==> src/lcd_timing_pkg.sv <==
// Constants and types shared by the LCD display timing generator
package lcd_timing_pkg;

   // Register byte offsets
   localparam logic [7:0] CTRL_OFS      = 8'h00;
   localparam logic [7:0] POWER_OFS     = 8'h04;
   localparam logic [7:0] LINE_REV_OFS  = 8'h08;
   localparam logic [7:0] START_OFS     = 8'h0C;
   localparam logic [7:0] STATUS_OFS    = 8'h10;

   // Control register field positions
   localparam int CTRL_DISP_ON   = 0;
   localparam int CTRL_INVERT    = 1;
   localparam int CTRL_ALL_ON    = 2;
   localparam int CTRL_SCAN_REV  = 3;
   localparam int CTRL_OSC_ON    = 4;
   localparam int CTRL_W         = 5;

   // Line reversal register fields
   localparam int LREV_VAL_W     = 5;
   localparam int LREV_EN_BIT    = 5;

   // Status register field positions
   localparam int STAT_LINE_LSB  = 0;
   localparam int STAT_POL_BIT   = 8;
   localparam int STAT_SYNC_BIT  = 9;
   localparam int STAT_OSC_BIT   = 10;
   localparam int STAT_PWR_LSB   = 12;

   // Reset values
   localparam logic [CTRL_W-1:0]     CTRL_RST  = 5'h00;
   localparam logic [2:0]            POWER_RST = 3'h0;
   localparam logic [LREV_VAL_W-1:0] LREV_RST  = 5'h00;
   localparam logic [6:0]            START_RST = 7'h00;

   // Geometry
   localparam int         NUM_COLS  = 289;
   localparam int         NUM_ROWS  = 65;
   localparam logic [6:0] LAST_LINE = 7'h40;
   localparam logic [6:0] LAST_SCAN = 7'h3F;

   // Internal oscillator half period in reference clock cycles
   localparam logic [15:0] OSC_HALF = 16'h0064;

   localparam logic [1:0] RESP_OKAY   = 2'h0;
   localparam logic [1:0] RESP_SLVERR = 2'h2;

   typedef enum logic [1:0] {
      WR_IDLE = 2'b01,
      WR_RESP = 2'b10
   } wr_state_t;

endpackage

==> src/lcd_display_timing_generator.sv <==
// LCD display timing generator with display latch and AXI4-Lite registers
//
// How it works
// - Display commands alter latch only, never memory
// - Oscillator needs master, internal source, on command
// - External source: oscillator stops, line clock from pin
// - Latch row data, drive columns per clock
// - Refresh reads independent of host accesses
// - Polarity toggles each frame: two-frame drive
// - Stored n-1 inverts polarity every n lines
// - Frame align is 50 percent frame-locked square
// - Slave aligns line counter to frame align
// - Pin directions by master/slave and clock source
// - Scan rows 0 up to 63, or reversed
// - Four drive levels from data, row, polarity
// - Power enables act only in master mode
// - Power bits: booster, regulator, follower
// - 65 displayed lines from programmed start line
`timescale 1ns/10ps
`default_nettype none

module lcd_display_timing_generator (
   input  wire logic                    ref_clk_i,
   input  wire logic                    rst_n_i,
   input  wire logic [31:0]             s_axi_awaddr_i,
   input  wire logic                    s_axi_awvalid_i,
   output var  logic                    s_axi_awready_o,
   input  wire logic [31:0]             s_axi_wdata_i,
   input  wire logic [3:0]              s_axi_wstrb_i,
   input  wire logic                    s_axi_wvalid_i,
   output var  logic                    s_axi_wready_o,
   output var  logic [1:0]              s_axi_bresp_o,
   output var  logic                    s_axi_bvalid_o,
   input  wire logic                    s_axi_bready_i,
   input  wire logic [31:0]             s_axi_araddr_i,
   input  wire logic                    s_axi_arvalid_i,
   output var  logic                    s_axi_arready_o,
   output var  logic [31:0]             s_axi_rdata_o,
   output var  logic [1:0]              s_axi_rresp_o,
   output var  logic                    s_axi_rvalid_o,
   input  wire logic                    s_axi_rready_i,
   input  wire logic                    master_slave_select_i,
   input  wire logic                    clock_source_select_i,
   output var  logic [6:0]              mem_row_addr_o,
   input  wire logic [288:0]            mem_row_data_i,
   input  wire logic                    line_timing_pin_i,
   output var  logic                    line_timing_pin_o,
   output var  logic                    line_timing_pin_oe_o,
   input  wire logic                    ac_polarity_signal_i,
   output var  logic                    ac_polarity_signal_o,
   output var  logic                    ac_polarity_signal_oe_o,
   input  wire logic                    frame_align_signal_i,
   output var  logic                    frame_align_signal_o,
   output var  logic                    frame_align_signal_oe_o,
   input  wire logic                    display_off_signal_i,
   output var  logic                    display_off_signal_o,
   output var  logic                    display_off_signal_oe_o,
   output var  logic [577:0]            column_driver_output_o,
   output var  logic [129:0]            row_driver_output_o,
   output var  logic [2:0]              power_enable_o
);

   typedef struct packed {
      lcd_timing_pkg::wr_state_t wst;
      logic        awready;
      logic        wready;
      logic        bvalid;
      logic [1:0]  bresp;
      logic        aw_got;
      logic        w_got;
      logic [31:0] aw_addr;
      logic [31:0] w_data;
      logic [3:0]  w_strb;
      logic        arready;
      logic        rvalid;
      logic [1:0]  rresp;
      logic [31:0] rdata;
      logic [4:0]  ctrl;
      logic [2:0]  power;
      logic        lrev_en;
      logic [4:0]  lrev_val;
      logic [6:0]  start;
      logic [15:0] osc_cnt;
      logic        osc_run;
      logic        lt_out;
      logic        lt_prev;
      logic        fa_prev;
      logic [6:0]  line;
      logic [4:0]  lrev_cnt;
      logic        pol;
      logic        sync;
      logic        disp_off;
      logic        lt_oe;
      logic        tim_oe;
      logic [6:0]  mem_addr;
      logic [288:0] latch;
      logic [577:0] col_out;
      logic [129:0] row;
      logic [2:0]  pwr;
   } state_t;

   state_t st;
   state_t next_st;

   // Wrap an address into the 65-line display area
   function automatic logic [6:0] wrap_line(input logic [7:0] a);
      logic [7:0] r;
      r = (a > {1'b0, lcd_timing_pkg::LAST_LINE}) ? (a - 8'h41) : a;
      return r[6:0];
   endfunction

   // Byte-lane merge of write data
   function automatic logic [31:0] merge(input logic [31:0] old, input logic [31:0] d,
                                         input logic [3:0] strb);
      logic [31:0] r;
      r = old;
      for (int b = 0; b < 4; b++) begin
         if (strb[b]) begin
            r[b*8 +: 8] = d[b*8 +: 8];
         end
      end
      return r;
   endfunction

   logic master;
   logic osc_sel;
   logic ext_edge;
   logic osc_tick;
   logic line_tick;
   logic frame_end;

   assign master    = master_slave_select_i;
   assign osc_sel   = clock_source_select_i;
   assign ext_edge  = line_timing_pin_i & ~st.lt_prev;
   assign osc_tick  = st.osc_run && (st.osc_cnt == lcd_timing_pkg::OSC_HALF - 16'h0001)
                      && !st.lt_out;
   assign line_tick = (master && osc_sel) ? osc_tick : ext_edge;
   assign frame_end = line_tick && (st.line == lcd_timing_pkg::LAST_LINE);

   always_comb begin
      logic [31:0] wreg;
      logic [31:0] rval;
      logic        hit;
      logic [6:0]  scan_row;
      logic        pix;
      logic        on;
      wreg     = 32'h0000_0000;
      rval     = 32'h0000_0000;
      hit      = 1'b1;
      scan_row = 7'h00;
      pix      = 1'b0;
      on       = 1'b0;
      next_st  = st;

      // Register writes
      unique case (st.wst)
         lcd_timing_pkg::WR_IDLE: begin
            if (s_axi_awvalid_i && st.awready) begin
               next_st.aw_got  = 1'b1;
               next_st.aw_addr = s_axi_awaddr_i;
            end
            if (s_axi_wvalid_i && st.wready) begin
               next_st.w_got  = 1'b1;
               next_st.w_data = s_axi_wdata_i;
               next_st.w_strb = s_axi_wstrb_i;
            end
            if (next_st.aw_got && next_st.w_got) begin
               next_st.bresp = lcd_timing_pkg::RESP_OKAY;
               if (next_st.aw_addr[31:8] != 24'h000000) begin
                  next_st.bresp = lcd_timing_pkg::RESP_SLVERR;
               end else begin
                  unique case (next_st.aw_addr[7:0])
                     lcd_timing_pkg::CTRL_OFS: begin
                        wreg = merge({27'h0, st.ctrl}, next_st.w_data, next_st.w_strb);
                        next_st.ctrl = wreg[4:0];
                     end
                     lcd_timing_pkg::POWER_OFS: begin
                        wreg = merge({29'h0, st.power}, next_st.w_data, next_st.w_strb);
                        next_st.power = wreg[2:0];
                     end
                     lcd_timing_pkg::LINE_REV_OFS: begin
                        wreg = merge({26'h0, st.lrev_en, st.lrev_val}, next_st.w_data,
                                     next_st.w_strb);
                        next_st.lrev_val = wreg[4:0];
                        next_st.lrev_en  = wreg[lcd_timing_pkg::LREV_EN_BIT];
                     end
                     lcd_timing_pkg::START_OFS: begin
                        wreg = merge({25'h0, st.start}, next_st.w_data, next_st.w_strb);
                        next_st.start = wrap_line({1'b0, wreg[6:0]});
                     end
                     lcd_timing_pkg::STATUS_OFS: ;
                     default: next_st.bresp = lcd_timing_pkg::RESP_SLVERR;
                  endcase
               end
               next_st.bvalid = 1'b1;
               next_st.wst    = lcd_timing_pkg::WR_RESP;
            end
         end
         lcd_timing_pkg::WR_RESP: begin
            if (s_axi_bready_i) begin
               next_st.bvalid = 1'b0;
               next_st.aw_got = 1'b0;
               next_st.w_got  = 1'b0;
               next_st.wst    = lcd_timing_pkg::WR_IDLE;
            end
         end
         default: next_st.wst = lcd_timing_pkg::WR_IDLE;
      endcase
      next_st.awready = (next_st.wst == lcd_timing_pkg::WR_IDLE) && !next_st.aw_got;
      next_st.wready  = (next_st.wst == lcd_timing_pkg::WR_IDLE) && !next_st.w_got;

      // Register reads
      if (st.rvalid && s_axi_rready_i) begin
         next_st.rvalid = 1'b0;
      end
      if (s_axi_arvalid_i && st.arready) begin
         unique case (s_axi_araddr_i[7:0])
            lcd_timing_pkg::CTRL_OFS:     rval = {27'h0, st.ctrl};
            lcd_timing_pkg::POWER_OFS:    rval = {29'h0, st.power};
            lcd_timing_pkg::LINE_REV_OFS: rval = {26'h0, st.lrev_en, st.lrev_val};
            lcd_timing_pkg::START_OFS:    rval = {25'h0, st.start};
            lcd_timing_pkg::STATUS_OFS: begin
               rval[lcd_timing_pkg::STAT_LINE_LSB +: 7] = st.line;
               rval[lcd_timing_pkg::STAT_POL_BIT]       = st.pol;
               rval[lcd_timing_pkg::STAT_SYNC_BIT]      = st.sync;
               rval[lcd_timing_pkg::STAT_OSC_BIT]       = st.osc_run;
               rval[lcd_timing_pkg::STAT_PWR_LSB +: 3]  = st.pwr;
            end
            default: hit = 1'b0;
         endcase
         if (s_axi_araddr_i[31:8] != 24'h000000) begin
            hit = 1'b0;
         end
         next_st.rvalid = 1'b1;
         next_st.rdata  = hit ? rval : 32'h0000_0000;
         next_st.rresp  = hit ? lcd_timing_pkg::RESP_OKAY : lcd_timing_pkg::RESP_SLVERR;
      end
      next_st.arready = !next_st.rvalid;

      // Internal oscillator
      next_st.osc_run = master && osc_sel && st.ctrl[lcd_timing_pkg::CTRL_OSC_ON];
      if (st.osc_run) begin
         if (st.osc_cnt == lcd_timing_pkg::OSC_HALF - 16'h0001) begin
            next_st.osc_cnt = 16'h0000;
            next_st.lt_out  = !st.lt_out;
         end else begin
            next_st.osc_cnt = st.osc_cnt + 16'h0001;
         end
      end else begin
         next_st.osc_cnt = 16'h0000;
         next_st.lt_out  = 1'b0;
      end
      next_st.lt_prev = line_timing_pin_i;
      next_st.fa_prev = frame_align_signal_i;

      // Line counter, frame align and polarity
      if (line_tick) begin
         next_st.line = frame_end ? 7'h00 : st.line + 7'h01;
      end
      if (master) begin
         if (frame_end) begin
            next_st.sync = !st.sync;
         end
         if (st.lrev_en) begin
            if (line_tick) begin
               if (st.lrev_cnt >= st.lrev_val) begin
                  next_st.lrev_cnt = 5'h00;
                  next_st.pol      = !st.pol;
               end else begin
                  next_st.lrev_cnt = st.lrev_cnt + 5'h01;
               end
            end
         end else begin
            next_st.lrev_cnt = 5'h00;
            if (frame_end) begin
               next_st.pol = !st.pol;
            end
         end
         next_st.disp_off = !st.ctrl[lcd_timing_pkg::CTRL_DISP_ON];
      end else begin
         next_st.pol      = ac_polarity_signal_i;
         next_st.sync     = frame_align_signal_i;
         next_st.disp_off = display_off_signal_i;
         next_st.lrev_cnt = 5'h00;
         if (frame_align_signal_i != st.fa_prev) begin
            next_st.line = 7'h00;
         end
      end
      next_st.tim_oe = master;
      next_st.lt_oe  = master && osc_sel;

      // Refresh fetch, independent of the register bus
      if (line_tick) begin
         next_st.latch    = mem_row_data_i;
         next_st.mem_addr = wrap_line({1'b0, st.start} + {1'b0, next_st.line} + 8'h01);
      end
      if (!master && (frame_align_signal_i != st.fa_prev)) begin
         next_st.mem_addr = wrap_line({1'b0, st.start} + 8'h01);
      end

      // Drive multiplexers; display commands act on latch copy only
      on = !st.disp_off;
      if (st.line == lcd_timing_pkg::LAST_LINE) begin
         scan_row = lcd_timing_pkg::LAST_LINE;
      end else if (st.ctrl[lcd_timing_pkg::CTRL_SCAN_REV]) begin
         scan_row = lcd_timing_pkg::LAST_SCAN - st.line;
      end else begin
         scan_row = st.line;
      end
      for (int c = 0; c < lcd_timing_pkg::NUM_COLS; c++) begin
         pix = st.ctrl[lcd_timing_pkg::CTRL_ALL_ON] ||
               (st.latch[c] ^ st.ctrl[lcd_timing_pkg::CTRL_INVERT]);
         next_st.col_out[c*2 +: 2] = {st.pol, pix && on};
      end
      for (int r = 0; r < lcd_timing_pkg::NUM_ROWS; r++) begin
         next_st.row[r*2 +: 2] = {st.pol, on && (scan_row == r[6:0])};
      end

      next_st.pwr = master ? st.power : 3'h0;
   end

   always_ff @(posedge ref_clk_i or negedge rst_n_i) begin
      if (!rst_n_i) begin
         st          <= '0;
         st.wst      <= lcd_timing_pkg::WR_IDLE;
         st.awready  <= 1'b1;
         st.wready   <= 1'b1;
         st.arready  <= 1'b1;
         st.ctrl     <= lcd_timing_pkg::CTRL_RST;
         st.power    <= lcd_timing_pkg::POWER_RST;
         st.lrev_val <= lcd_timing_pkg::LREV_RST;
         st.start    <= lcd_timing_pkg::START_RST;
         st.mem_addr <= lcd_timing_pkg::START_RST + 7'h01;
      end else begin
         st <= next_st;
      end
   end

   assign s_axi_awready_o         = st.awready;
   assign s_axi_wready_o          = st.wready;
   assign s_axi_bresp_o           = st.bresp;
   assign s_axi_bvalid_o          = st.bvalid;
   assign s_axi_arready_o         = st.arready;
   assign s_axi_rdata_o           = st.rdata;
   assign s_axi_rresp_o           = st.rresp;
   assign s_axi_rvalid_o          = st.rvalid;
   assign mem_row_addr_o          = st.mem_addr;
   assign line_timing_pin_o       = st.lt_out;
   assign line_timing_pin_oe_o    = st.lt_oe;
   assign ac_polarity_signal_o    = st.pol;
   assign ac_polarity_signal_oe_o = st.tim_oe;
   assign frame_align_signal_o    = st.sync;
   assign frame_align_signal_oe_o = st.tim_oe;
   assign display_off_signal_o    = st.disp_off;
   assign display_off_signal_oe_o = st.tim_oe;
   assign column_driver_output_o  = st.col_out;
   assign row_driver_output_o     = st.row;
   assign power_enable_o          = st.pwr;

   chk_osc_gate: assert property (@(posedge ref_clk_i) disable iff (!rst_n_i)
      st.osc_run |-> $past(master && osc_sel && st.ctrl[lcd_timing_pkg::CTRL_OSC_ON]))
      else $error("oscillator ran without master, source and on command");
   chk_osc_stop: assert property (@(posedge ref_clk_i) disable iff (!rst_n_i)
      !osc_sel |=> !st.osc_run ##1 !line_timing_pin_o)
      else $error("oscillator kept running with external clock selected");
   chk_slave_pins: assert property (@(posedge ref_clk_i) disable iff (!rst_n_i)
      !master |=> !ac_polarity_signal_oe_o && !frame_align_signal_oe_o
                  && !display_off_signal_oe_o && !line_timing_pin_oe_o)
      else $error("slave drove a timing pin");
   chk_master_pins: assert property (@(posedge ref_clk_i) disable iff (!rst_n_i)
      master && rst_n_i |=> ac_polarity_signal_oe_o && (line_timing_pin_oe_o == $past(osc_sel)))
      else $error("master timing pin direction wrong");
   chk_power_gate: assert property (@(posedge ref_clk_i) disable iff (!rst_n_i)
      !master |=> power_enable_o == 3'h0)
      else $error("power enables active in slave mode");
   chk_power_bits: assert property (@(posedge ref_clk_i) disable iff (!rst_n_i)
      master |=> power_enable_o == $past(st.power))
      else $error("power enables do not follow register");
   chk_sync_frame: assert property (@(posedge ref_clk_i) disable iff (!rst_n_i)
      master && frame_end |=> frame_align_signal_o != $past(frame_align_signal_o))
      else $error("frame align did not toggle at frame end");
   chk_frame_pol: assert property (@(posedge ref_clk_i) disable iff (!rst_n_i)
      master && !st.lrev_en && line_tick && !frame_end |=>
      ac_polarity_signal_o == $past(ac_polarity_signal_o))
      else $error("polarity changed mid frame");
   chk_line_rev: assert property (@(posedge ref_clk_i) disable iff (!rst_n_i)
      master && st.lrev_en && line_tick && (st.lrev_cnt == st.lrev_val) |=>
      ac_polarity_signal_o != $past(ac_polarity_signal_o))
      else $error("polarity not inverted after n lines");
   chk_latch_load: assert property (@(posedge ref_clk_i) disable iff (!rst_n_i)
      line_tick |=> st.latch == $past(mem_row_data_i))
      else $error("display latch not loaded on line clock");

endmodule // lcd_display_timing_generator

`default_nettype wire

==> config.mk <==
export PLATFORM = sky130hd
export DESIGN_NAME = lcd_display_timing_generator
export DESIGN_NICKNAME = d
export VERILOG_FILES = /design/src/lcd_timing_pkg.sv /design/src/lcd_display_timing_generator.sv
export SDC_FILE = /design/constraint.sdc
export NUM_CORES = 2
export LEC_CHECK = 0
export BUFFER_PORTS_ARGS = -buffer_cell sky130_fd_sc_hd__buf_2
export CORE_AREA = 2 2 449 451
export DETAILED_ROUTE_END_ITERATION = 7
export DIE_AREA = 0 0 451 453
export PLACE_DENSITY = 0.33
export RECOVER_POWER = 100
export SYNTH_ARGS = -nofsm -noshare
export SYNTH_HDL_FRONTEND = slang
export SYNTH_SLANG_ARGS = --single-unit
==> constraint.sdc <==
create_clock -name ref_clk_i -period 9.8 [get_ports ref_clk_i]
set_input_delay 0.49 -clock ref_clk_i [delete_from_list [all_inputs] [get_ports ref_clk_i]]
set_output_delay 0.49 -clock ref_clk_i [all_outputs]
set_load 0.02 [all_outputs]
==> results.yml <==
run:
  drv_cap: 16
finish:
  syn_to_final_growth_pct: 22.7
  multi_input_comb_area_um2: 12400
  regArea_um2: 19400
  stdcell_count: 7567
  nets: 5243
  drive_gt1_share_pct: 12.9
  fillers: 22100
sta:
  maxSlewHeadroom_pct: -270
  fmax_ghz: 0.145
  tightest_slew_ns: 5.55
  final_hold_viol_count: 0
  setup_viol: 0
  hold-worst-slack_ns: 0.147
  fin_setup_tns_ns: 0
  finalMaxSlewViolations: 1110
  fin_skew_ns: 0.0376
  finalCriticalPeriod_ns: 6.88
  finalCritPeriodShare_pct: 70.2
  rsz0062_at_grt: "false"
pwr:
  max-vdd-ir-drop_v: 0.000142
  leakage_nw: 23.0
  power.total_w: 0.00947
  power.density_nw_per_um2: 201
floorplanning:
  ios: 1169
  die_h_um: 453
  die_x_um: 451
  dieArea_um2: 204000
  start_util_pct: 19.3
  num_rows: 164
  coreArea_um2: 199000
clocking:
  cts_max_level: 3
  post_cts_buffers: 0
  clk_path_buf_depth: 3
  clock-root-buffer: "clkbuf_16"
  clk_latency_ns: 0.74
  cts_made_buffers: 102
  cts_tree: "done"
  clock-sinks: 776
  clk_pin_slew_worst_paths_ns: 0.06
detailed_routing:
  ant_nets: 0
  routed_wl_um: 136000
  avgRoutedWirePerCell_um: 18.0
  drtPass1Iterations: 5
  viasPerCell: 3.71
  vias: 28100
  drc: 0
  drtIter0Drc: 1306
worst_setup_path:
  worstSetupEndpointType: "register"
  r2r_cells: 4
  worst-setup-path-type: "reg -> reg"
  crit_arrival_ns: 7.52
  cp.required_ns: 10.44
  worstPathMaxFanout: 150
  startpoint_type: "register"
synth:
  synth_xor_area_share_pct: 7.44
  synth.largest_area_cell: "dfrtp_1"
  ys_types: 81
  avgSynthCellArea_um2: 9.22
  seq_area_frac_synth_pct: 50.6
  yosysWarnings: 0
  synth_top_family_by_area: "simple AND/OR/NAND/NOR gates"
  synth_edf_count: 0
  async_reset_ff_share_pct: 100
  synth_top_area_share_pct: 50.3
  synth_simple_gate_area_share_pct: 19.0
  synth_fa_ha_area_share_pct: 0.835
  synth.most_common_cell: "nand2_1"
  synthMuxAreaShare_pct: 1.92
  ys.flop_type: "dfrtp_1"
  synthTopCellsByArea: "dfrtp_1 (50%), buf_4 (15%), nand2_1 (9.1%), xor2_1 (7.0%), nor2_1 (6.9%)"
  synth_area_um2: 38400
  synth_common_cells: "nand2_1 (931), dfrtp_1 (771), buf_4 (756), nor2_1 (710), xor2_1 (308)"
  synth_cells: 4165
  synth_compound_area_share_pct: 3.00
  synth-seq-cells: 776
place:
  gp_congestion: 0.796
  placedCellCount: 7037
  place_hpwl_um: 94500
  port_buffers: 1119
global_route:
  antenna_found_initial: 37
  grt_start_max_net_pins: 203
  grt_pass1_vias: 27900
  grt.total_usage_pct: 12.8
  grt-ovfl-total: 0
  grt_pass1_wl_um: 196000
min_path:
  hold_path.class: "in -> reg"
  whs_path_depth: 3
outcome:
  violations: "max-capacitance violations, max-slew violations"
  status: "finished, violations left"
[cells in the final DEF, fill, tap and decap left out, types with 32 or more instances in the layout]
cell type,n
xor2_1,308
nand3_1,32
nor2_1,711
dlygate4sd3_1,331
dfrtp_1,770
mux2_2,45
clkbuf_16,102
clkbuf_1,767
nand2_1,931
buf_2,385
o21ai_0,40
[final timing paths]
check                                  from                     endpoint  slack, ns
hold reg to reg            s_axi_rdata_o[4]             s_axi_rdata_o[4]       0.48
hold / removal              s_axi_arvalid_i             s_axi_rresp_o[1]       0.15
max in group asynchronous           rst_n_i                      st[944]       3.50
setup / recovery                   st[1062]  column_driver_output_o[222]       2.92
min in group asynchronous           rst_n_i  column_driver_output_o[290]       2.33
setup reg to reg                   st[1062]  column_driver_output_o[222]       2.92
[state kept, by name, indices dropped and copies added (netlist names), 3 cells and up]
signal,count
column_driver_output_o,289
power_enable_o,3
st,385
s_axi_rdata_o,13
mem_row_addr_o,7
row_driver_output_o,66
[where the power goes]
part	internal, W	switching, W
Combinational	0.000624	0.00108
Clock	0.00237	0.00160
Sequential	0.00357	0.000232
[final cells by class]
type                       count  area share [%]
antenna                       12          0.0638
tap                         2656            7.06
inverter                      28           0.223
multi-input combinational   2424            26.4
timing repair buffer        1484            17.5
sequential                   776            41.3
clock buffer                 152            6.31
clock inverter                35            1.20
[cells by family after synthesis]
family	Yosys count
AND/OR/NAND/NOR	1815
buffers and inverters	985
flip-flops	776
XOR/XNOR	326
AO/OA/AOI/OAI	170
multiplexers	67
adder cells (fa/ha/maj)	25
other	1
[critical path, stage by stage, from the launching register on]
cell and delay [ns]:
dfrtp_1 1.73, clkbuf_1 1.48, clkbuf_2 2.73, nor2_1 0.21, nor2_1 0.27
[routing by layer]
metal / up-vias / global-route usage, % / part of all wire (%)
met5: - / 0 / 0
met4: 0 / 4.82 / 3.6
met3: 229 / 2.07 / 4.1
met2: 812 / 24.1 / 53
met1: 13500 / 14.5 / 39
li1: 13500 / - / -
[per-stage QoR]
step                      area [um^2]  worst slack, ns  util, %
after detailed placement        41200             4.65     20.7
after global routing            47100             2.16     23.6
final                           47100             2.92     23.6
after CTS                       48100             4.64     24.1
after global placement          41200             4.65     20.7
after floorplan                 38500             2.97        -
[what timing repair did]
action                    4_1_cts  5_1_grt
resized for setup               0        0
hold buffers                  331        0
hold endpoints to repair      416        0
Power figures use the tool's default switching activity.
